`src/design/bca_defs.vh`:
```
// Register offsets, control field positions, reset values and counts of the block check accumulator.
`ifndef BCA_DEFS_VH
`define BCA_DEFS_VH

`define BCA_ADDR_W        3
`define BCA_DATA_W        16
`define BCA_OFS_CSR       3'h0
`define BCA_OFS_CHECK     3'h2
`define BCA_OFS_DATA      3'h4

`define BCA_BIT_WIDE      0
`define BCA_BIT_LONG      1
`define BCA_BIT_ALT       2
`define BCA_BIT_DOUBLE    3
`define BCA_BIT_CLEAR     4
`define BCA_BIT_STEP      5
`define BCA_BIT_SEN       6
`define BCA_BIT_DONE      7
`define BCA_BIT_QUO       8

`define BCA_RST_WORD      16'h0000
`define BCA_RST_MODE      4'h0

`define BCA_CNT_W         3
`define BCA_PRESET_FULL   3'h0
`define BCA_PRESET_SHORT  3'h2
`define BCA_CNT_LAST      3'h7

`define BCA_POLY_WIDE     16'hA001
`define BCA_POLY_CCITT    16'h8408
`define BCA_POLY_SHORT    16'h0F01

`endif

```
`src/design/bca_shift_counter.v`:
```
// Shift counter that ends each character after the selected number of shifts.
`include "bca_defs.vh"
`default_nettype none

module bca_shift_counter #(
	parameter CNT_W = `BCA_CNT_W
) (
	input  wire             mclk_in,
	input  wire             sys_rst_in,
	input  wire             load_in,
	input  wire [CNT_W-1:0] preset_in,
	input  wire             double_in,
	input  wire             adv_in,
	output wire             ovf_out
);

	reg [CNT_W-1:0] cnt_reg;
	reg             half_reg;
	wire            step_cnt;

	// In word loading the count moves on every second shift only.
	assign step_cnt = adv_in & (half_reg | ~double_in);
	assign ovf_out  = step_cnt & (cnt_reg == `BCA_CNT_LAST);

	always @(posedge mclk_in)
	begin
		if (sys_rst_in)
		begin
			cnt_reg  <= {CNT_W{1'b0}};
			half_reg <= 1'b0;
		end
		else if (load_in)
		begin
			cnt_reg  <= preset_in;
			half_reg <= 1'b0;
		end
		else if (adv_in)
		begin
			half_reg <= double_in & ~half_reg;
			if (step_cnt)
				cnt_reg <= cnt_reg + {{(CNT_W-1){1'b0}}, 1'b1};
		end
	end

endmodule // bca_shift_counter
`default_nettype wire

```
`src/design/bca_feedback.v`:
```
// Exclusive-OR and feedback network giving the next accumulator value for one shift.
`include "bca_defs.vh"
`default_nettype none

module bca_feedback (
	input  wire [15:0] acc_in,
	input  wire        quo_in,
	input  wire        wide_in,
	input  wire        long_in,
	input  wire        alt_in,
	output reg  [15:0] acc_out
);

	always @*
	begin
		acc_out = acc_in;
		if (long_in)
		begin
			// A rotate with the data bit folded in gives the positionwise sum.
			if (wide_in)
				acc_out = {quo_in, acc_in[15:1]};
			else
				acc_out = {acc_in[15:8], quo_in, acc_in[7:1]};
		end
		else if (wide_in)
		begin
			// The quotient bit is used for feedback only and then dropped.
			acc_out = {1'b0, acc_in[15:1]} ^
				(quo_in ? (alt_in ? `BCA_POLY_CCITT : `BCA_POLY_WIDE) : 16'h0000);
		end
		else
		begin
			acc_out = {4'h0, 1'b0, acc_in[11:1]} ^ (quo_in ? `BCA_POLY_SHORT : 16'h0000);
		end
	end

endmodule // bca_feedback
`default_nettype wire

```
`src/design/bca_block_check.v`:
```
// Block check accumulator: control register, data register, accumulator and shift control.
`include "bca_defs.vh"
`default_nettype none

module bca_block_check (
	input  wire                     mclk_in,
	input  wire                     sys_rst_in,
	input  wire                     bus_sel_in,
	input  wire                     bus_write_in,
	input  wire [`BCA_ADDR_W-1:0]   bus_addr_in,
	input  wire [`BCA_DATA_W-1:0]   bus_wdata_in,
	output reg  [`BCA_DATA_W-1:0]   bus_rdata_out,
	output reg                      done_out
);

	reg  [3:0]              mode_reg;
	reg                     sen_reg;
	reg                     done_reg;
	reg  [`BCA_DATA_W-1:0]  data_reg;
	reg  [`BCA_DATA_W-1:0]  acc_reg;
	reg  [`BCA_DATA_W-1:0]  rdata_next;
	reg  [3:0]              mode_next;
	reg                     sen_next;
	reg                     done_next;
	reg  [`BCA_DATA_W-1:0]  data_next;
	reg  [`BCA_DATA_W-1:0]  acc_next;

	wire                    wr_csr;
	wire                    wr_data;
	wire                    clear_hit;
	reg                     step_hit;
	reg                     run_shift;
	reg                     do_shift;
	wire                    cnt_load;
	wire                    cnt_adv;
	wire                    quo_bit;
	wire                    ovf;
	wire [`BCA_CNT_W-1:0]   preset;
	wire [`BCA_DATA_W-1:0]  acc_shifted;
	wire [`BCA_DATA_W-1:0]  data_shifted;

	genvar                  gi;

	wire wide_sel   = mode_reg[`BCA_BIT_WIDE];
	wire long_sel   = mode_reg[`BCA_BIT_LONG];
	wire alt_sel    = mode_reg[`BCA_BIT_ALT];
	wire double_sel = mode_reg[`BCA_BIT_DOUBLE];

	// Address decoding is shared by both write strobes and the read mux.
	function addr_hit;
		input [`BCA_ADDR_W-1:0] addr;
		input [`BCA_ADDR_W-1:0] ofs;
		begin
			addr_hit = (addr == ofs);
		end
	endfunction

	// Only the 12-bit cyclic code starts part way, so six shifts end a byte.
	function [`BCA_CNT_W-1:0] shift_preset;
		input long_mode;
		input wide_mode;
		begin
			if (~long_mode & ~wide_mode)
			begin
				shift_preset = `BCA_PRESET_SHORT;
			end
			else
			begin
				shift_preset = `BCA_PRESET_FULL;
			end
		end
	endfunction

	// Control word as read back; the clear and step pulses always read as zero.
	function [`BCA_DATA_W-1:0] csr_word;
		input [3:0] mode;
		input       continuous_shift_enable;
		input       done;
		input       quotient_bit;
		begin
			csr_word                = `BCA_RST_WORD;
			csr_word[3:0]           = mode;
			csr_word[`BCA_BIT_SEN]  = continuous_shift_enable;
			csr_word[`BCA_BIT_DONE] = done;
			csr_word[`BCA_BIT_QUO]  = quotient_bit;
		end
	endfunction

	// The data register moves one place toward bit 0 per shift, LSB first.
	generate
		for (gi = 0; gi < `BCA_DATA_W; gi = gi + 1)
		begin : g_data_shift
			if (gi == `BCA_DATA_W - 1)
			begin : g_top
				assign data_shifted[gi] = 1'b0;
			end
			else
			begin : g_low
				assign data_shifted[gi] = data_reg[gi + 1];
			end
		end
	endgenerate

	assign wr_csr  = bus_sel_in & bus_write_in & addr_hit(bus_addr_in, `BCA_OFS_CSR);
	assign wr_data = bus_sel_in & bus_write_in & addr_hit(bus_addr_in, `BCA_OFS_DATA);

	assign clear_hit = wr_csr & bus_wdata_in[`BCA_BIT_CLEAR];
	// Holding off while the data write is still on the bus keeps the word stable.
	always @*
	begin
		step_hit  = 1'b0;
		run_shift = 1'b0;
		if (wr_csr & bus_wdata_in[`BCA_BIT_STEP])
		begin
			// A step written together with shift enable is ignored.
			step_hit = ~bus_wdata_in[`BCA_BIT_SEN] & ~sen_reg;
		end
		if (~done_reg & sen_reg & ~wr_data)
		begin
			run_shift = 1'b1;
		end
		do_shift = ~clear_hit & (run_shift | step_hit);
	end

	assign quo_bit = data_reg[0] ^ acc_reg[0];

	assign preset = shift_preset(long_sel, wide_sel);

	// A step taken while idle must not move the counter, or the next character comes up short.
	assign cnt_load = wr_data | clear_hit;
	assign cnt_adv  = do_shift & ~done_reg;

	bca_shift_counter #(
		.CNT_W     (`BCA_CNT_W)
	) u_counter (
		.mclk_in   (mclk_in),
		.sys_rst_in(sys_rst_in),
		.load_in   (cnt_load),
		.preset_in (preset),
		.double_in (double_sel),
		.adv_in    (cnt_adv),
		.ovf_out   (ovf)
	);

	bca_feedback u_feedback (
		.acc_in (acc_reg),
		.quo_in (quo_bit),
		.wide_in(wide_sel),
		.long_in(long_sel),
		.alt_in (alt_sel),
		.acc_out(acc_shifted)
	);

	// Control register next values.
	always @*
	begin
		mode_next = mode_reg;
		sen_next  = sen_reg;
		if (wr_csr)
		begin
			mode_next = bus_wdata_in[3:0];
			sen_next  = bus_wdata_in[`BCA_BIT_SEN];
		end
	end

	// Clear and data write use different offsets; a new character beats a late overflow.
	always @*
	begin
		done_next = done_reg;
		if (clear_hit)
		begin
			done_next = 1'b1;
		end
		else if (wr_data)
		begin
			done_next = 1'b0;
		end
		else if (ovf)
		begin
			done_next = 1'b1;
		end
	end

	// Byte loading keeps only the low byte, the earlier character.
	always @*
	begin
		data_next = data_reg;
		if (wr_data)
		begin
			if (double_sel)
			begin
				data_next = bus_wdata_in;
			end
			else
			begin
				data_next = {8'h00, bus_wdata_in[7:0]};
			end
		end
		else if (do_shift)
		begin
			data_next = data_shifted;
		end
	end

	// The accumulator is never loaded from the bus, only cleared or shifted.
	always @*
	begin
		acc_next = acc_reg;
		if (clear_hit)
		begin
			acc_next = `BCA_RST_WORD;
		end
		else if (do_shift)
		begin
			acc_next = acc_shifted;
		end
	end

	// Control register and done flag.
	always @(posedge mclk_in)
	begin
		if (sys_rst_in)
		begin
			mode_reg <= `BCA_RST_MODE;
			sen_reg  <= 1'b0;
			done_reg <= 1'b1;
		end
		else
		begin
			mode_reg <= mode_next;
			sen_reg  <= sen_next;
			done_reg <= done_next;
		end
	end

	// Data and accumulator registers.
	always @(posedge mclk_in)
	begin
		if (sys_rst_in)
		begin
			data_reg <= `BCA_RST_WORD;
			acc_reg  <= `BCA_RST_WORD;
		end
		else
		begin
			data_reg <= data_next;
			acc_reg  <= acc_next;
		end
	end

	// Read data is registered, so it appears one edge after the address.
	always @*
	begin
		rdata_next = `BCA_RST_WORD;
		if (bus_sel_in & ~bus_write_in)
		begin
			if (addr_hit(bus_addr_in, `BCA_OFS_CSR))
			begin
				rdata_next = csr_word(mode_reg, sen_reg, done_reg, quo_bit);
			end
			else if (addr_hit(bus_addr_in, `BCA_OFS_CHECK))
			begin
				rdata_next = acc_reg;
			end
			else if (addr_hit(bus_addr_in, `BCA_OFS_DATA))
			begin
				rdata_next = data_reg;
			end
			else
			begin
				rdata_next = `BCA_RST_WORD;
			end
		end
	end

	always @(posedge mclk_in)
	begin
		if (sys_rst_in)
		begin
			bus_rdata_out <= `BCA_RST_WORD;
		end
		else
		begin
			bus_rdata_out <= rdata_next;
		end
	end

	// The done copy lags the flag by one edge; the registered control register read shows it at the same edge.
	always @(posedge mclk_in)
	begin
		if (sys_rst_in)
		begin
			done_out <= 1'b1;
		end
		else
		begin
			done_out <= done_reg;
		end
	end

endmodule // bca_block_check
`default_nettype wire

```
`config.mk`:
```
export PLATFORM = sky130hd
export DESIGN_NAME = bca_block_check
export DESIGN_NICKNAME = d
export VERILOG_FILES = /design/src/design/bca_shift_counter.v /design/src/design/bca_feedback.v /design/src/design/bca_block_check.v
export VERILOG_INCLUDE_DIRS = /design/src /design/src/design
export SDC_FILE = /design/constraint.sdc
export NUM_CORES = 1
export LEC_CHECK = 0
export ABC_CLOCK_PERIOD_IN_PS = 1800
export BUFFER_PORTS_ARGS = -buffer_cell sky130_fd_sc_hd__buf_2
export CORE_MARGIN = 1
export CORE_UTILIZATION = 41
export DETAILED_ROUTE_END_ITERATION = 16
export PLACE_DENSITY = 0.69
export SLEW_MARGIN = 10
export SYNTH_ARGS = -nofsm -noshare
export SYNTH_HDL_FRONTEND = slang
export SYNTH_SLANG_ARGS = --single-unit
```
`constraint.sdc`:
```
create_clock -name mclk_in -period 1.8 [get_ports mclk_in]
set_input_delay 0.18 -clock mclk_in [delete_from_list [all_inputs] [get_ports mclk_in]]
set_output_delay 0.18 -clock mclk_in [all_outputs]
set_load 0.02 [all_outputs]
```
==> metrics.csv, run 1 <==
stage,metric,value,unit
outcome,outcome,"complete, no violations",
place,io_buffers,39,
logic_synthesis,synth_edf_count,0,
sta,fin_worst_skew,13.10,ps
place,gp_congestion,0.9198,
sta,timing_max_transition_violations_final,0,
sta,finalCritPeriodShare,94.70,%
power_and_ir_drop,p_leak,1.230,nW
setup_path,arrival_time_of_data_at_the_critical_path_endpoint,1920,ps
place,dp.final_hpwl,4.900,mm
flow_run,max-cap-violations,0,
route,drt_iter0_markers,152,
final_layout,area_growth_from_synthesis_to_layout,22.51,%
route,vias,2333,
logic_synthesis,postSynthRegisterBits,59,
setup_path,worstSetupStartpointType,register,
route,detail_route.first_pass.iterations,4,
die,core.rowCount,28,
sta,slew_headroom,74.08,%
setup_path,ff2ff_path_depth,5,
logic_synthesis,synth.area.mux_share,2.265,%
power_and_ir_drop,power.density,960.6,nW/um2
cts,tritoncts,built,
place,postPlaceCellArea,2954,um2
route,post-route-drc-count,0,
logic_synthesis,synth-main-ff-cell,sky130_fd_sc_hd__dfxtp_1,
die,die-area,6792,um2
final_layout,multi_input_comb_area,1339,um2
setup_path,critical-path-slowest-cell,sky130_fd_sc_hd__dfxtp_1,
route,antenna_left,0,
cts,h_tree_level_count,3,
die,coreArea,6061,um2
logic_synthesis,arithmetic_cell_share_of_the_synthesized_area_counting_full_adders_half_adders_and_majority_gates,0.9438,%
power_and_ir_drop,finalPower,3.120,mW
global_routing,grt_pass1_wl,10.81,mm
setup_path,worstPathMaxFanout,10,
logic_synthesis,dominant_combinational_cell_family_by_area_after_synthesis,simple AND/OR/NAND/NOR gates,
route,route.final.wire_length,6.899,mm
global_routing,globalRouteOverflowTotal,0,
global_routing,first_global_vias,2134,
final_layout,final_design_area_no_fill,3248,um2
logic_synthesis,post_synth_inst_count,297,
setup_path,rrSetupSlack,100,ps
logic_synthesis,synth.net_count,322,
die,die_height,82.42,um
setup_path,endpoint,data_reg[6],
logic_synthesis,netlist-cell-type-count,45,
sta,grt_setup_unrepaired,true,
logic_synthesis,ys.warnings.count,0,
cts,clk_pin_slew,70,ps
sta,fin_hold_ws,66.72,ps
global_routing,gr-usage-all-layers,22.11,%
logic_synthesis,synth_simple_gate_area_share,23.12,%
route,routed_via_density,5.464,
logic_synthesis,syn_area,2651,um2
logic_synthesis,top_area_cell_type_share_of_the_netlist_area,44.55,%
cts,clock_latency,340,ps
die,initial_core_util,43.74,%
logic_synthesis,post_synthesis_xor_xnor_area_fraction,2.643,%
route,routedWlPerCell,16.16,um
final_layout,layout_cells_sized_above_1,25.00,%
setup_path,timing.rr.start,sen_reg,
sta,final_period_minus_worst_setup_slack,1705,ps
global_routing,grt_start_max_net_pins,18,
final_layout,antenna_cell_count,0,
cts,post_cts_hold_buffer_count,0,
sta,timing.final.hold_violations,0,
power_and_ir_drop,maximum_ir_drop_on_the_vdd_rail,0.6140,mV
logic_synthesis,syn_avg_cell_area,8.927,um2
setup_path,timing.critical_path.cells,nor4b_4 -> a21oi_1 -> o21a_1 -> and2_4 -> a221o_1,
cts,ctsLongestPathBuffers,2,
logic_synthesis,synth_compound_gate_area_share,21.33,%
global_routing,antenna_found_initial,0,
die,number_of_i_o_pins,40,
final_layout,ff_latch_area,1181,um2
setup_path,endpoint_kind,register,
cts,cts_buffers,9,
setup_path,max_stage_delay,360,ps
setup_path,critical_path_data_required_time,2020,ps
setup_path,worstSetupStartpoint,sen_reg,
sta,report.final.setup_viol,0,
cts,clock_sink_count,59,
final_layout,design.final.nets,373,
logic_synthesis,yosys.area.top_type,sky130_fd_sc_hd__dfxtp_1,
cts,cts_root_buf,sky130_fd_sc_hd__clkbuf_8,
logic_synthesis,synthTopCellsByArea,"sky130_fd_sc_hd__dfxtp_1 (45%), sky130_fd_sc_hd__nor2_1 (5.5%), sky130_fd_sc_hd__a21oi_1 (4.3%), sky130_fd_sc_hd__a211oi_1 (3.7%), sky130_fd_sc_hd__a221o_1 (3.4%)",
logic_synthesis,synth_async_sr_flop_share,0,%
setup_path,criticalPathCategory,reg -> reg,
hold_path,timing.hold.worst.class,in -> reg,
logic_synthesis,synth-seq-area-share,44.55,%
die,die_width,82.42,um
sta,timing_worst_slew_pin_value,388.8,ps
setup_path,r2r-end,data_reg[6],
sta,highest_clock_frequency_the_design_can_meet,586.6,MHz
final_layout,fillers,553,
[per-layer routing]
layer	up-vias	GRT usage, %	wire length (um)
met4	0	9.123	101
li1	1161	-	-
met2	80	35.62	3197
met5	-	0	0
met1	1083	27.50	3154
met3	9	6.374	446
[cells in the mapped netlist, types with 2 or more instances]
cell type and instances:
sky130_fd_sc_hd__o211ai_1 2, sky130_fd_sc_hd__nor2b_1 12, sky130_fd_sc_hd__buf_4 4, sky130_fd_sc_hd__inv_1 4
sky130_fd_sc_hd__xnor2_1 8, sky130_fd_sc_hd__clkbuf_1 11, sky130_fd_sc_hd__a21oi_1 23, sky130_fd_sc_hd__nor3_1 15
sky130_fd_sc_hd__o22ai_1 2, sky130_fd_sc_hd__buf_6 4, sky130_fd_sc_hd__nor3b_1 4, sky130_fd_sc_hd__nand2_1 24
sky130_fd_sc_hd__nor2_1 39, sky130_fd_sc_hd__nand2b_1 4, sky130_fd_sc_hd__a21oi_2 2, sky130_fd_sc_hd__a211oi_1 13
sky130_fd_sc_hd__mux2i_1 6, sky130_fd_sc_hd__ha_1 2, sky130_fd_sc_hd__o32ai_1 2, sky130_fd_sc_hd__nand3_1 6
sky130_fd_sc_hd__and2_1 5, sky130_fd_sc_hd__o21ai_0 8, sky130_fd_sc_hd__dfxtp_1 59, sky130_fd_sc_hd__a221o_1 9
sky130_fd_sc_hd__a22oi_1 9
[through the flow]
| stage | utilization [%] | cells | TNS [ps] | setup slack [ps] |
|---|---|---|---|---|
| 6_report | 53.59 | 427 | 0 | 95.35 |
| 5_1_grt | 53.59 | 427 | -9.324 | -9.324 |
| 4_1_cts | 53.08 | 424 | 0 | 65.34 |
| 3_5_place_dp | 48.74 | 409 | 0 | 96.39 |
| 3_3_place_gp | 48.74 | 409 | 0 | 156.9 |
| 2_1_floorplan | - | 297 | 0 | 172.8 |
[placed cells by master (no fill, tap or decap), types with 4 or more instances in the layout]
master	n
sky130_fd_sc_hd__xnor2_1	8
sky130_fd_sc_hd__nand2b_1	4
sky130_fd_sc_hd__a211oi_1	13
sky130_fd_sc_hd__buf_4	20
sky130_fd_sc_hd__dfxtp_1	59
sky130_fd_sc_hd__nor2b_1	12
sky130_fd_sc_hd__bufinv_16	4
sky130_fd_sc_hd__nor2_1	39
sky130_fd_sc_hd__a22oi_1	9
sky130_fd_sc_hd__nor3_1	15
sky130_fd_sc_hd__mux2i_1	6
sky130_fd_sc_hd__and2_1	5
sky130_fd_sc_hd__clkbuf_8	10
sky130_fd_sc_hd__buf_2	39
sky130_fd_sc_hd__inv_1	4
sky130_fd_sc_hd__nor3b_1	4
sky130_fd_sc_hd__nand2_1	24
sky130_fd_sc_hd__a221o_1	9
sky130_fd_sc_hd__a21oi_1	23
sky130_fd_sc_hd__nand3_1	6
sky130_fd_sc_hd__o21ai_0	8
[worst min-delay path by stage]
stage                           startpoint            to  slack [ps]  cells past startpoint
final                     bus_wdata_in[15]  data_reg[15]          70                      2
after global placement    bus_wdata_in[15]  data_reg[15]         410                      2
after global routing      bus_wdata_in[15]  data_reg[15]          60                      2
after floorplan           bus_wdata_in[15]  data_reg[15]         310                      1
after CTS                 bus_wdata_in[15]  data_reg[15]          60                      2
after detailed placement  bus_wdata_in[15]  data_reg[15]         400                      2
[cell families (layout without fill, tap and decap cells)]
kind of cell / count (synthesis) / after routing
and+or+nand+nor: 118 / 118
AOI/OAI and AO/OA: 80 / 80
DFF: 59 / 59
buffers and inverters: 24 / 79
xor gates and xnor gates: 8 / 8
muxes: 6 / 6
adders and majority gates: 2 / 2
[cell type report]
cell class / instances / area share (%)
clock buffer: 10 / 4.237
clock inverter: 5 / 3.852
inverter: 4 / 0.4622
multi-input combinational: 214 / 41.22
sequential: 59 / 36.36
tap: 75 / 2.889
timing repair buffer: 60 / 10.98
[power breakdown]
| group | internal [mW] | total (mW) | switching, mW |
|---|---|---|---|
| clock network | 1.09 | 1.62 | 0.531 |
| registers | 1.32 | 1.32 | 0.00914 |
| logic | 0.0708 | 0.177 | 0.106 |
| total | 2.47 | 3.12 | 0.647 |
[critical path, delay by kind of cell (launching register included)]
kind / cells / cell delay (ps)
and+or+nand+nor: 2 / 560
DFF: 1 / 360
AOI/OAI and AO/OA: 3 / 650
[timing repair]
action	CTS	global route
endpoints found under the setup margin	0	7
gates resized for setup	0	2
setup buffers	0	3
No activity file was read; power rests on OpenSTA's default activity.
==> run 2, diff against run 1 <==
RECOVER_POWER = 100   (was not set)
==> metrics.csv, run 2 (synthesized netlist as in run 1, its figures left out) <==
stage,metric,value,unit,change
route,route.final.wire_length,6.960,mm,+0.88%
sta,timing_worst_slew_pin_value,364.8,ps,-24.02 ps
setup_path,max_stage_delay,360,ps,about the same
sta,report.final.setup_viol,0,,unchanged
sta,grt_setup_unrepaired,true,,
setup_path,worstPathMaxFanout,10,,unchanged
power_and_ir_drop,maximum_ir_drop_on_the_vdd_rail,0.6162,mV,+0.37%
final_layout,fin_cells,427,,unchanged
power_and_ir_drop,pwr-share-seq,42.5,%,about the same
global_routing,grt_pass1_wl,10.81,mm,unchanged
hold_path,hold_path_startpoint,bus_wdata_in[15],,
setup_path,worstSetupStartpoint,sen_reg,,
route,detail_route.first_pass.iterations,4,,unchanged
setup_path,total_number_of_cells_along_the_worst_setup_path,5,,unchanged
die,number_of_i_o_pins,40,,unchanged
setup_path,ff2ff_path_depth,5,,unchanged
setup_path,worstSetupStartpointType,register,,
die,die_height,82.42,um,unchanged
sta,fin_worst_skew,14.05,ps,+0.9477 ps
power_and_ir_drop,power_frac_clock,51.9,%,about the same
sta,fin_hold_ws,67.38,ps,+0.6641 ps
cts,clock_sink_count,59,,unchanged
setup_path,critical_path_data_required_time,2020,ps,about the same
hold_path,timing.hold.worst.class,in -> reg,,
sta,slew_headroom,75.42,%,+1.3 points
cts,clk_pin_slew,70,ps,about the same
sta,timing.final.ws_setup,89.26,ps,-6.095 ps
setup_path,arrival_time_of_data_at_the_critical_path_endpoint,1930,ps,about the same
cts,clock_latency,340,ps,about the same
die,die_width,82.42,um,unchanged
route,routedWlPerCell,16.30,um,+0.88%
setup_path,timing.critical_path.cells,nor4b_4 -> a21oi_1 -> o21a_1 -> and2_4 -> a221o_1,,
final_layout,design.final.nets,373,,unchanged
cts,cts_buffers,9,,unchanged
setup_path,timing.rr.start,sen_reg,,
sta,tns,0,ps,unchanged
route,drt_iter0_markers,155,,+2.0%
cts,post_cts_hold_buffer_count,0,,unchanged
cts,h_tree_level_count,3,,unchanged
sta,timing_max_transition_violations_final,0,,unchanged
place,dp_cell_count,409,,unchanged
power_and_ir_drop,power_frac_comb,5.6,%,about the same
final_layout,antenna_cell_count,0,,unchanged
outcome,outcome,"complete, no violations",,
power_and_ir_drop,finalPower,3.117,mW,about the same
final_layout,layout_cells_sized_above_1,19.03,%,-6.0 points
place,dp.final_hpwl,4.900,mm,unchanged
setup_path,critical-path-top-delay-family,compound AO/OA/AOI/OAI gates,,
sta,final_period_minus_worst_setup_slack,1711,ps,+6.095 ps
die,die-area,6792,um2,unchanged
die,coreArea,6061,um2,unchanged
sta,finalCritPeriodShare,95.04,%,+0.34 points
route,vias,2351,,+0.77%
route,post-route-drc-count,0,,unchanged
place,gp_congestion,0.9198,,unchanged
route,antenna_left,0,,unchanged
final_layout,layout_commonest_cell,sky130_fd_sc_hd__dfxtp_1,,
global_routing,grt_start_max_net_pins,18,,unchanged
setup_path,timing.critical_path.buf_inv,0,,unchanged
power_and_ir_drop,p_int,2.471,mW,-0.11%
cts,ctsLongestPathBuffers,2,,unchanged
sta,highest_clock_frequency_the_design_can_meet,584.5,MHz,-0.36%
global_routing,first_global_vias,2134,,unchanged
global_routing,gr-usage-all-layers,22.11,%,unchanged
power_and_ir_drop,switchingPower,0.6465,mW,about the same
power_and_ir_drop,power.density,969.8,nW/um2,+0.96%
final_layout,most-common-layout-cells,"sky130_fd_sc_hd__dfxtp_1 (59), sky130_fd_sc_hd__nor2_1 (39), sky130_fd_sc_hd__nand2_1 (24), sky130_fd_sc_hd__a21oi_1 (23)",,
setup_path,critical-path-slowest-cell,sky130_fd_sc_hd__dfxtp_1,,
power_and_ir_drop,p_leak,1.146,nW,-6.8%
flow_run,max-cap-violations,0,,unchanged
setup_path,endpoint_kind,register,,
cts,cts_root_buf,sky130_fd_sc_hd__clkbuf_8,,
global_routing,antenna_found_initial,0,,unchanged
die,core.rowCount,28,,unchanged
place,io_buffers,39,,unchanged
route,routed_via_density,5.506,,+0.77%
power_and_ir_drop,switching_share_of_power,20.74,%,about the same
global_routing,globalRouteOverflowTotal,0,,unchanged
place,placement.setup.worst_slack,96.39,ps,unchanged
hold_path,min_delay_path_depth,2,,unchanged
sta,timing.final.hold_violations,0,,unchanged
setup_path,criticalPathCategory,reg -> reg,,
cts,tritoncts,built,,
die,initial_core_util,43.74,%,unchanged
final_layout,area_growth_from_synthesis_to_layout,21.24,%,
## run 2: repair_timing
item	CTS	global route
endpoints found under the setup margin	0	7
gates resized for setup	0	2
hold endpoints to repair	0	0
setup buffers	0	3
## run 2: cell type report
cell class / count / area, um2
clock buffers: 10 / 137.6
clock inverters: 5 / 125.1
fillers: 570 / 2846
inverters: 4 / 15.01
multi-input cells: 214 / 1339
flip-flops and latches: 59 / 1181
well taps: 75 / 93.84
repair buffers: 60 / 322.8
## run 2: worst paths after layout
path                                            to  slack (ps)
worst max-delay path                   data_reg[6]          90
worst min-delay path                  data_reg[15]          70
worst max register to register         data_reg[6]          90
worst min register to register  u_counter.half_reg         490
## run 2: power by group through the flow
stage / registers [mW] / clock network (mW) / logic, mW
after floorplan: 1.35 / 0 / 0.109
after global placement: 1.35 / 0 / 0.170
after detailed placement: 1.35 / 0 / 0.171
after CTS: 1.32 / 1.63 / 0.173
after global routing: 1.32 / 1.69 / 0.191
final: 1.32 / 1.62 / 0.175
## run 2: per-layer routing
layer | up-vias | track usage [%] | share of wire [%]
met5 | - | 0 | 0
met4 | 0 | 9.123 | 1.0
met2 | 69 | 35.62 | 47
met3 | 7 | 6.374 | 5.8
li1 | 1156 | - | -
met1 | 1119 | 27.50 | 46
## run 2: per-stage QoR
stage	utilization, %	cell area, um2
after floorplan	-	2651
after global placement	48.74	2954
after detailed placement	48.74	2954
after CTS	53.08	3217
after global routing	53.03	3214
final	53.03	3214
